--- src/logic/wreg_ops_regs.vh ---
// Opcode and field constants for the working-register compare and test block
`ifndef WREG_OPS_REGS_VH
`define WREG_OPS_REGS_VH

// ----------------------------------------------------------------
// Opcode bytes
// ----------------------------------------------------------------
`define OPC_PREFIX        8'h74
`define OPC_AND_IMM       8'h05
`define OPC_LESS_IMM      8'h35
`define OPC_ON_TEST_IMM   8'h45
`define OPC_NE_IMM        8'h65
`define OPC_EQ_IMM        8'h75

// ----------------------------------------------------------------
// Second bytes after the prefix
// ----------------------------------------------------------------
`define SUB_LESS_WREG     8'hB8
`define SUB_NE_WREG       8'hE8
`define SUB_EQ_WREG       8'hF8
`define SUB_ON_TEST_WREG  8'hC8
`define SUB_OFF_TEST_WREG 8'hD8

// ----------------------------------------------------------------
// Operation select codes
// ----------------------------------------------------------------
`define SEL_LT_A   4'h0
`define SEL_NE_A   4'h1
`define SEL_EQ_A   4'h2
`define SEL_ON_A   4'h3
`define SEL_OFF_A  4'h4
`define SEL_ANI    4'h5
`define SEL_ORI    4'h6
`define SEL_GTI    4'h7
`define SEL_LTI    4'h8
`define SEL_NEI    4'h9
`define SEL_EQI    4'hA
`define SEL_ONI    4'hB
`define SEL_NONE   4'hF

// ----------------------------------------------------------------
// Address layout
// ----------------------------------------------------------------
`define ADDR_PAGE_MSB 15
`define ADDR_PAGE_LSB 8
`define ADDR_OFF_MSB  7
`define ADDR_OFF_LSB  0

`endif

--- src/logic/wreg_compare_test_ops.v ---
// Decoder and executor for working-register compare, test and immediate logic ops
`timescale 1ns/100ps
`default_nettype none
`include "wreg_ops_regs.vh"

module wreg_compare_test_ops #(
  parameter [7:0] OPC_OR_IMM = 8'h15,  // OR immediate opcode
  parameter [7:0] OPC_GT_IMM = 8'h25   // Greater-than immediate opcode
) (
  // Clock and reset
  input  wire       clk_sys,
  input  wire       srst,
  input  wire       clk_en,
  // Instruction byte stream
  output reg        fetch_req_q,
  input  wire       fetch_valid,
  input  wire [7:0] fetch_byte,
  // Core registers
  input  wire [7:0] acc_in,
  input  wire [7:0] page_in,
  // Working-register memory
  output reg        mem_rd_q,
  output reg        mem_wr_q,
  output reg [15:0] mem_addr_q,
  output reg  [7:0] mem_wdata_q,
  input  wire       mem_rvalid,
  input  wire [7:0] mem_rdata,
  // Flags
  output reg        zero_flag_q,
  output reg        skip_flag_q,
  output reg        half_carry_flag_q,
  output reg        carry_flag_q,
  output reg        load_chain_flag_hi_q,
  output reg        load_chain_flag_lo_q,
  // Status
  output reg        done_q,
  output reg        bad_op_q
);

  // ----------------------------------------------------------------
  // States
  // ----------------------------------------------------------------
  localparam [2:0] S_OP  = 3'h0;
  localparam [2:0] S_B2  = 3'h1;
  localparam [2:0] S_B3  = 3'h2;
  localparam [2:0] S_RD  = 3'h3;
  localparam [2:0] S_EXE = 3'h4;

  // ----------------------------------------------------------------
  // Functions
  // ----------------------------------------------------------------
  // Minuend minus subtrahend minus extra, bit 8 is the borrow
  function [8:0] sub_b;
    input [7:0] a;
    input [7:0] b;
    input       c;
    begin
      sub_b = {1'b0, a} - {1'b0, b} - {8'h00, c};
    end
  endfunction

  // Operation select from the opcode bytes
  function [3:0] dec_sel;
    input       pre;
    input [7:0] op;
    input [7:0] b2;
    begin
      dec_sel = `SEL_NONE;
      if (pre) begin
        case (b2)
          `SUB_LESS_WREG:     dec_sel = `SEL_LT_A;
          `SUB_NE_WREG:       dec_sel = `SEL_NE_A;
          `SUB_EQ_WREG:       dec_sel = `SEL_EQ_A;
          `SUB_ON_TEST_WREG:  dec_sel = `SEL_ON_A;
          `SUB_OFF_TEST_WREG: dec_sel = `SEL_OFF_A;
          default:            dec_sel = `SEL_NONE;
        endcase
      end else if (op == `OPC_AND_IMM) begin
        dec_sel = `SEL_ANI;
      end else if (op == OPC_OR_IMM) begin
        dec_sel = `SEL_ORI;
      end else if (op == OPC_GT_IMM) begin
        dec_sel = `SEL_GTI;
      end else if (op == `OPC_LESS_IMM) begin
        dec_sel = `SEL_LTI;
      end else if (op == `OPC_NE_IMM) begin
        dec_sel = `SEL_NEI;
      end else if (op == `OPC_EQ_IMM) begin
        dec_sel = `SEL_EQI;
      end else if (op == `OPC_ON_TEST_IMM) begin
        dec_sel = `SEL_ONI;
      end
    end
  endfunction

  // Three-byte first bytes of this group
  function is_long;
    input [7:0] op;
    begin
      is_long = (op == `OPC_PREFIX) || (op == `OPC_AND_IMM) ||
                (op == OPC_OR_IMM) || (op == OPC_GT_IMM) ||
                (op == `OPC_LESS_IMM) || (op == `OPC_NE_IMM) ||
                (op == `OPC_EQ_IMM) || (op == `OPC_ON_TEST_IMM);
    end
  endfunction

  // ----------------------------------------------------------------
  // State
  // ----------------------------------------------------------------
  reg [2:0] state_q;
  reg [7:0] op_q;
  reg [7:0] b2_q;
  reg [7:0] data_q;
  reg [7:0] rdata_q;
  reg [3:0] sel_q;

  // Decode of the last byte in flight
  wire       pre_w = (op_q == `OPC_PREFIX);
  wire [3:0] sel_w = dec_sel(pre_w, op_q, b2_q);
  wire [7:0] off_w = pre_w ? fetch_byte : b2_q;

  // ----------------------------------------------------------------
  // Datapath
  // ----------------------------------------------------------------
  reg       acc_form;
  reg [7:0] opa;
  reg [7:0] opb;
  reg       gt_one;
  reg [8:0] diff;
  reg [8:0] half;
  reg [7:0] and_r;
  reg [7:0] or_r;
  reg       z_sub;
  reg       z_and;
  reg       skip_c;
  reg       is_sub;
  reg       is_wr;
  reg [7:0] wr_val;

  // Operand routing, arithmetic and skip condition
  always @* begin
    acc_form = (sel_q <= `SEL_OFF_A);
    opa      = acc_form ? acc_in : rdata_q;
    opb      = acc_form ? rdata_q : data_q;
    gt_one   = (sel_q == `SEL_GTI);
    diff     = sub_b(opa, opb, gt_one);
    half     = sub_b({4'h0, opa[3:0]}, {4'h0, opb[3:0]}, gt_one);
    and_r    = opa & opb;
    or_r     = opa | opb;
    z_sub    = (diff[7:0] == 8'h00);
    z_and    = (and_r == 8'h00);
    is_sub   = 1'b0;
    is_wr    = 1'b0;
    skip_c   = 1'b0;
    wr_val   = and_r;
    case (sel_q)
      `SEL_LT_A: begin
        is_sub = 1'b1;
        skip_c = diff[8];
      end
      `SEL_NE_A: begin
        is_sub = 1'b1;
        skip_c = ~z_sub;
      end
      `SEL_EQ_A: begin
        is_sub = 1'b1;
        skip_c = z_sub;
      end
      `SEL_ON_A:  skip_c = ~z_and;
      `SEL_OFF_A: skip_c = z_and;
      `SEL_ANI: begin
        is_wr  = 1'b1;
        wr_val = and_r;
      end
      `SEL_ORI: begin
        is_wr  = 1'b1;
        wr_val = or_r;
      end
      `SEL_GTI: begin
        is_sub = 1'b1;
        skip_c = ~diff[8];
      end
      `SEL_LTI: begin
        is_sub = 1'b1;
        skip_c = diff[8];
      end
      `SEL_NEI: begin
        is_sub = 1'b1;
        skip_c = ~z_sub;
      end
      `SEL_EQI: begin
        is_sub = 1'b1;
        skip_c = z_sub;
      end
      `SEL_ONI:  skip_c = ~z_and;
      default:   skip_c = 1'b0;
    endcase
  end

  // ----------------------------------------------------------------
  // Sequencer
  // ----------------------------------------------------------------
  // Fetch, memory read, execute and optional write-back
  always @(posedge clk_sys) begin
    if (srst) begin
      state_q              <= S_OP;
      op_q                 <= 8'h00;
      b2_q                 <= 8'h00;
      data_q               <= 8'h00;
      rdata_q              <= 8'h00;
      sel_q                <= `SEL_NONE;
      fetch_req_q          <= 1'b0;
      mem_rd_q             <= 1'b0;
      mem_wr_q             <= 1'b0;
      mem_addr_q           <= 16'h0000;
      mem_wdata_q          <= 8'h00;
      zero_flag_q          <= 1'b0;
      skip_flag_q          <= 1'b0;
      half_carry_flag_q    <= 1'b0;
      carry_flag_q         <= 1'b0;
      load_chain_flag_hi_q <= 1'b0;
      load_chain_flag_lo_q <= 1'b0;
      done_q               <= 1'b0;
      bad_op_q             <= 1'b0;
    end else if (clk_en) begin
      done_q   <= 1'b0;
      bad_op_q <= 1'b0;
      mem_wr_q <= 1'b0;
      case (state_q)
        S_OP: begin
          fetch_req_q <= 1'b1;
          if (fetch_req_q && fetch_valid) begin
            op_q <= fetch_byte;
            if (is_long(fetch_byte)) begin
              state_q <= S_B2;
            end else begin
              // Single-byte foreign instruction: drop or flag it
              done_q      <= 1'b1;
              bad_op_q    <= ~skip_flag_q;
              skip_flag_q <= 1'b0;
            end
          end
        end
        S_B2: begin
          if (fetch_valid) begin
            b2_q    <= fetch_byte;
            state_q <= S_B3;
          end
        end
        S_B3: begin
          if (fetch_valid) begin
            data_q <= fetch_byte;
            sel_q  <= sel_w;
            if (skip_flag_q) begin
              // Skipped instruction: fetched, not executed
              skip_flag_q <= 1'b0;
              done_q      <= 1'b1;
              state_q     <= S_OP;
            end else if (sel_w == `SEL_NONE) begin
              bad_op_q <= 1'b1;
              done_q   <= 1'b1;
              state_q  <= S_OP;
            end else begin
              mem_addr_q  <= {page_in, off_w};
              mem_rd_q    <= 1'b1;
              fetch_req_q <= 1'b0;
              state_q     <= S_RD;
            end
          end
        end
        S_RD: begin
          if (mem_rvalid) begin
            mem_rd_q <= 1'b0;
            rdata_q  <= mem_rdata;
            state_q  <= S_EXE;
          end
        end
        S_EXE: begin
          load_chain_flag_hi_q <= 1'b0;
          load_chain_flag_lo_q <= 1'b0;
          skip_flag_q          <= skip_c;
          if (is_sub) begin
            zero_flag_q       <= z_sub;
            half_carry_flag_q <= half[4];
            carry_flag_q      <= diff[8];
          end else if (is_wr) begin
            zero_flag_q <= (wr_val == 8'h00);
            mem_wr_q    <= 1'b1;
            mem_wdata_q <= wr_val;
          end else begin
            zero_flag_q <= z_and;
          end
          done_q      <= 1'b1;
          fetch_req_q <= 1'b1;
          state_q     <= S_OP;
        end
        default: begin
          state_q <= S_OP;
        end
      endcase
    end
  end

endmodule // wreg_compare_test_ops
`default_nettype wire

--- config.mk ---
export PLATFORM = sky130hd
export DESIGN_NAME = wreg_compare_test_ops
export DESIGN_NICKNAME = d
export VERILOG_FILES = /design/src/logic/wreg_compare_test_ops.v
export VERILOG_INCLUDE_DIRS = /design/src /design/src/logic
export SDC_FILE = /design/constraint.sdc
export NUM_CORES = 1
export LEC_CHECK = 0
export ABC_CLOCK_PERIOD_IN_PS = 4700
export BUFFER_PORTS_ARGS = -buffer_cell sky130_fd_sc_hd__clkbuf_2
export CAP_MARGIN = 15
export CORE_ASPECT_RATIO = 1.75
export CORE_MARGIN = 2
export CORE_UTILIZATION = 40
export DETAILED_ROUTE_END_ITERATION = 12
export PLACE_DENSITY = 0.71
export SYNTH_ARGS = -nofsm -noshare
export SYNTH_HDL_FRONTEND = slang
export SYNTH_SLANG_ARGS = --single-unit
--- constraint.sdc ---
create_clock -name clk_sys -period 4.7 [get_ports clk_sys]
set_input_delay 0.235 -clock clk_sys [delete_from_list [all_inputs] [get_ports clk_sys]]
set_output_delay 0.235 -clock clk_sys [all_outputs]
set_load 0.01 [all_outputs]
Word level (Yosys, flattened, before mapping)

Cells that the tools add are included.

Memories kept: 0
RAM bits: 0
Memory bits (read-only): 0
Output and inout port bits: 35
Register bits after elaboration: 72
Bits in latches: 0

Order comparisons: 1
Bitwise logic cells: 8
$add $sub $neg: 4
Div/mod/pow operators: 0
Muxes and demuxes: 53
Shift operators: 0
Reductions and logical operators: 35
Equal/unequal tests: 45
$mul: 0

Operators by type and width:

| operator                                             | count |
|---|---|
| equality test 8 x 7 -> 1 bit (second input constant) | 8 |
| equality test 8 bit (second input constant)          | 5 |
| equality test 8 x 6 -> 1 bit (second input constant) | 4 |
| 2-to-1 mux 8 bit                                     | 4 |
| 2-to-1 mux 3 bit                                     | 9 |
| 2-to-1 mux 1 bit                                     | 26 |
| logical NOT 8 bit                                    | 3 |
| equality test 4 bit (second input constant)          | 5 |
| case mux 4 bit (5 select lines)                      | 1 |
| equality test 4 x 3 -> 1 bit (second input constant) | 4 |
| equality test 8 x 3 -> 1 bit (second input constant) | 2 |
| equality test 8 x 5 -> 1 bit (second input constant) | 2 |
| 2-to-1 mux 4 bit                                     | 4 |
| != test 2 bit (second input constant)                | 8 |
| AND reduction 3 bit                                  | 5 |
| AND reduction 5 bit                                  | 3 |
| case mux 3 bit (4 select lines)                      | 1 |
| AND reduction 6 bit                                  | 2 |
| OR reduction 2 bit                                   | 6 |
| subtractor 8 x 8 -> 9 bit                            | 1 |
| subtractor 9 x 1 -> 9 bit                            | 1 |
| AND 8 bit                                            | 1 |
| equality test 4 x 2 -> 1 bit (second input constant) | 2 |
| OR 8 bit                                             | 1 |
| 21 further kinds                                     | 38 |

Depth between registers and ports, before layout

Depth after elaboration: 14
Mapped depth: 16

Least setup slack after synthesis

OpenSTA, ideal clock, no wires.

Path kind: register to register
From: register sel_q[1]
To: register skip_flag_q
Buffers on the path: 2
Period minus slack after synthesis: 3.557 ns
Cell stages (with the launch flop): 16
Arrival time: 3.424 ns
Slack: 1.143 ns
Cells stage by stage: dfxtp_1 > buf_4 > o21a_4 > nor2_2 > buf_2 > mux2i_1 > fa_1 > inv_1 > fa_1 > o21a_1 > o22a_1 > and4b_1 > nor3_2 > mux2_2 > a21oi_1 > o22ai_1

Longest elaborated chain between the ends: 8
Elaborated cells between the ends (all ways): 27

Ends and longest elaborated chain:

| what                                                     | RTL line                                                 | text |
|---|---|---|
| start: declaration                                       | wreg_compare_test_ops.v:115                              | `reg [3:0] sel_q;` |
| start signal: assignment                                 | wreg_compare_test_ops.v:211                              | `` sel_q <= `SEL_NONE; `` |
| start signal: assignment                                 | wreg_compare_test_ops.v:253                              | `sel_q <= sel_w;` |
| less-or-equal comparator 4 x 3 -> 1 bit (no source line) | n/a                                                      |  |
| 2-to-1 mux 8 bit, on equally long branches               | wreg_compare_test_ops.v:143, wreg_compare_test_ops.v:144 |  |
| subtractor 8 x 8 -> 9 bit                                | wreg_compare_test_ops.v:58                               | `sub_b = {1'b0, a} - {1'b0, b} - {8'h00, c};` |
| subtractor 9 x 1 -> 9 bit                                | wreg_compare_test_ops.v:58                               |  |
| logical NOT 8 bit                                        | wreg_compare_test_ops.v:150                              | `z_sub = (diff[7:0] == 8'h00);` |
| NOT 1 bit                                                | wreg_compare_test_ops.v:163, wreg_compare_test_ops.v:189 |  |
| case mux 1 bit (6 select lines) (*)                      | wreg_compare_test_ops.v:156                              | `case (sel_q)` |
| case mux 1 bit (3 select lines) (*)                      | wreg_compare_test_ops.v:229                              | `case (state_q)` |
| end signal: assignment                                   | wreg_compare_test_ops.v:281                              | `skip_flag_q <= skip_c;` |
| end: declaration                                         | wreg_compare_test_ops.v:30                               | `output reg skip_flag_q,` |

Mark *: on every way between the ends. The rest lies on a longest branch, timed or not.
A chain may end at the register's enable or synchronous reset.

Worst setup path after layout

Same ends and word-level chain as after synthesis.

==> impl_metrics.ini <==
[die]
start_util_pct = 41.0
ioPinCount = 72
die_y_um = 142
core_area_um2 = 10700
die_area_um2 = 11800
num_rows = 50
fp.dieW_um = 83.1

[pwr]
power_density_nw_per_um2 = 286
leakagePower_nw = 2.12
irDropWorstVdd_v = 0.000189
p_total_w = 0.00146

[synthesis]
yosysSeqAreaShare_pct = 32.9
avgSynthCellArea_um2 = 8.73
synth_commonest_cells = nor2_1, dfxtp_1, mux2i_1
synth_most_common_cell = nor2_1
synth-seq-cells = 72
synth.top_cells.by_area = dfxtp_1, mux2i_1, ha_1
async_flop_share_pct = 0
synth-main-ff-cell = dfxtp_1
synth_largest_area_cell = dfxtp_1
synth_cells = 502
synth_top_cell_area_share_pct = 32.9
yosysUniqueCellTypes = 70
synth-edff-count = 0
ys_warn_count = 0
synth.cell_area_um2 = 4380

[critical_path]
critPathKind = flip-flop to flip-flop
worstRegToRegCells = 14
critical_path.max_fanout = 16
cp_data_arrival_time_ns = 4.29
crit_path_start_kind = flip-flop
cp-end-kind = flip-flop
worst_ep_required_time_ns = 4.88

[timing]
rsz0062_at_grt = no
setup_viol = 0
hold_ws_ns = 0.140
min_period_ns = 4.11
drv_slew = 0
fin_setup_tns_ns = 0
skew_ns = 0.00876
maxSlewHeadroom_pct = 47.3
worstMarginPinSlew_ns = 0.790
timing.fmax_mhz = 243
finalHoldViolations = 0
min_period_over_period_pct = 87.4

[drt]
drt-pass1-iter-count = 4
via_per_inst = 5.42
route.detailed.drc = 0
drt_iter0_markers = 196
finalWirelength_um = 10800
wl_per_cell_um = 15.6
num_vias = 3748
drtAntennaViolNets = 0

[global_routing]
grt_max_degree = 40
grt_antenna_before_repair = 0
grt_use_total_pct = 18.5
gr-total-overflow = 0
grt_pass1_vias = 3717
grt_pass1_wl_um = 17600

[clocking]
cts_tree = built
cts_sinks = 72
clkLatencyLatePin_ns = 0.34
clk_pin_slew_worst_paths_ns = 0.06
ctsHoldBuffers = 0
cts_resized = 0
htreeDepth = 3
cts-buffers-inserted = 9
cts_setup_buffers = 0
clockRootBuffer = clkbuf_16
cts_max_path_buffers = 2

[job]
max-cap-violations = 0

[cells_and_area]
design_area_um2 = 5110
antenna_cells = 0
drive_above_1_share_pct = 21.7
area_growth_pct = 16.6
nNetsFinal = 620

[placement]
hpwl_um = 8280
portBuffers = 69
gp_congestion = 0.871
dpl_cell_area_um2 = 4770

[worst_hold_path]
hold_depth = 3
hold_class = input port to flip-flop

[outcome]
status = complete, no violations
[area by class of cell]
type / count / area [um^2]
sequential: 72 / 1440
multi-input combinational: 381 / 2720
inverter: 22 / 82.6
tap: 130 / 163
clock buffer: 10 / 229
timing repair buffer: 71 / 360
clock inverter: 6 / 115
fill: 1015 / 5590
[state kept, by name, summed over array words and instances, names as in the netlist]
| name | flops |
|---|---|
| data_q | 8 |
| skip_flag_q | 1 |
| state_q | 3 |
| mem_addr_q | 16 |
| mem_rd_q | 1 |
| done_q | 1 |
| rdata_q | 8 |
| op_q | 8 |
| sel_q | 4 |
| carry_flag_q | 1 |
| mem_wdata_q | 8 |
| zero_flag_q | 1 |
| bad_op_q | 1 |
| fetch_req_q | 1 |
| b2_q | 8 |
| mem_wr_q | 1 |
| half_carry_flag_q | 1 |
[final timing paths]
path / from / to / slack (ns)
max reg2reg: sel_q[1] / skip_flag_q / 0.59
max: sel_q[1] / skip_flag_q / 0.59
min: page_in[7] / mem_addr_q[15] / 0.14
min reg2reg: bad_op_q / bad_op_q / 0.46
[placed cells by master (no fill, tap or decap), drive strengths merged, types with 3 or more instances in the layout]
cell and n:
a211oi 15, a21oi 36, a22o 3, a31oi 4, and3 3, bufinv 3
clkbuf 79, dfxtp 72, ha 24, inv 24, mux2 4, mux2i 60
nand2 38, nand2b 10, nand3 9, nand3b 3, nor2 83, nor2b 3
nor3 9, nor4 4, nor4b 4, o211ai 3, o21a 6, o21ai 16
o31ai 3, xor2 5
[layer usage]
metal	part of all wire, %	up-vias	wire (um)	track usage, %
met3	3.5	35	375	3.94
met4	4.6	0	500	11.3
met1	37	1742	3970	18.3
met2	55	96	5960	34.7
met5	0	-	0	0
li1	-	1875	-	-
[stage by stage]
step | worst slack, ns | utilization (%) | cells
floorplan | 1.14 | - | 503
global placement | 0.847 | 44.6 | 676
detailed placement | 0.640 | 44.6 | 676
CTS | 0.615 | 47.8 | 692
global route | 0.349 | 47.8 | 692
finish | 0.591 | 47.8 | 692
[where the power goes]
part	internal (W)	leakage, nW	total, W	switching, W
Combinational	0.0000211	1.37	0.0000546	0.0000335
Sequential	0.000613	0.581	0.000618	0.00000417
Clock	0.000522	0.164	0.000791	0.000269
Total	0.00116	2.12	0.00146	0.000307
[logic make-up (layout without fill, tap and decap cells)]
family	count (synthesis)	after routing	synth area share [%]
AND/OR/NAND/NOR	179	179	21.3
AO/OA/AOI/OAI	103	103	16.7
flip-flops	72	72	32.9
multiplexers	64	64	14.7
buffers and inverters	50	109	5.11
adder cells (fa/ha/maj)	26	26	7.77
XOR/XNOR	7	7	1.40
other	1	2	0.0856
[worst max-delay path, cell delays in order, from the launching register on]
cell and delay, ns:
dfxtp_1 0.47, o21a_4 0.30, nor2_2 0.58, buf_4 0.27
mux2_2 0.37, ha_1 0.28, inv_1 0.04, ha_1 0.35
a21oi_1 0.23, xnor2_1 0.10, nor2_1 0.11, mux2i_1 0.10
nor4_2 0.43, mux2i_1 0.24, o22ai_1 0.09
No activity file was read; power rests on OpenSTA's default activity.
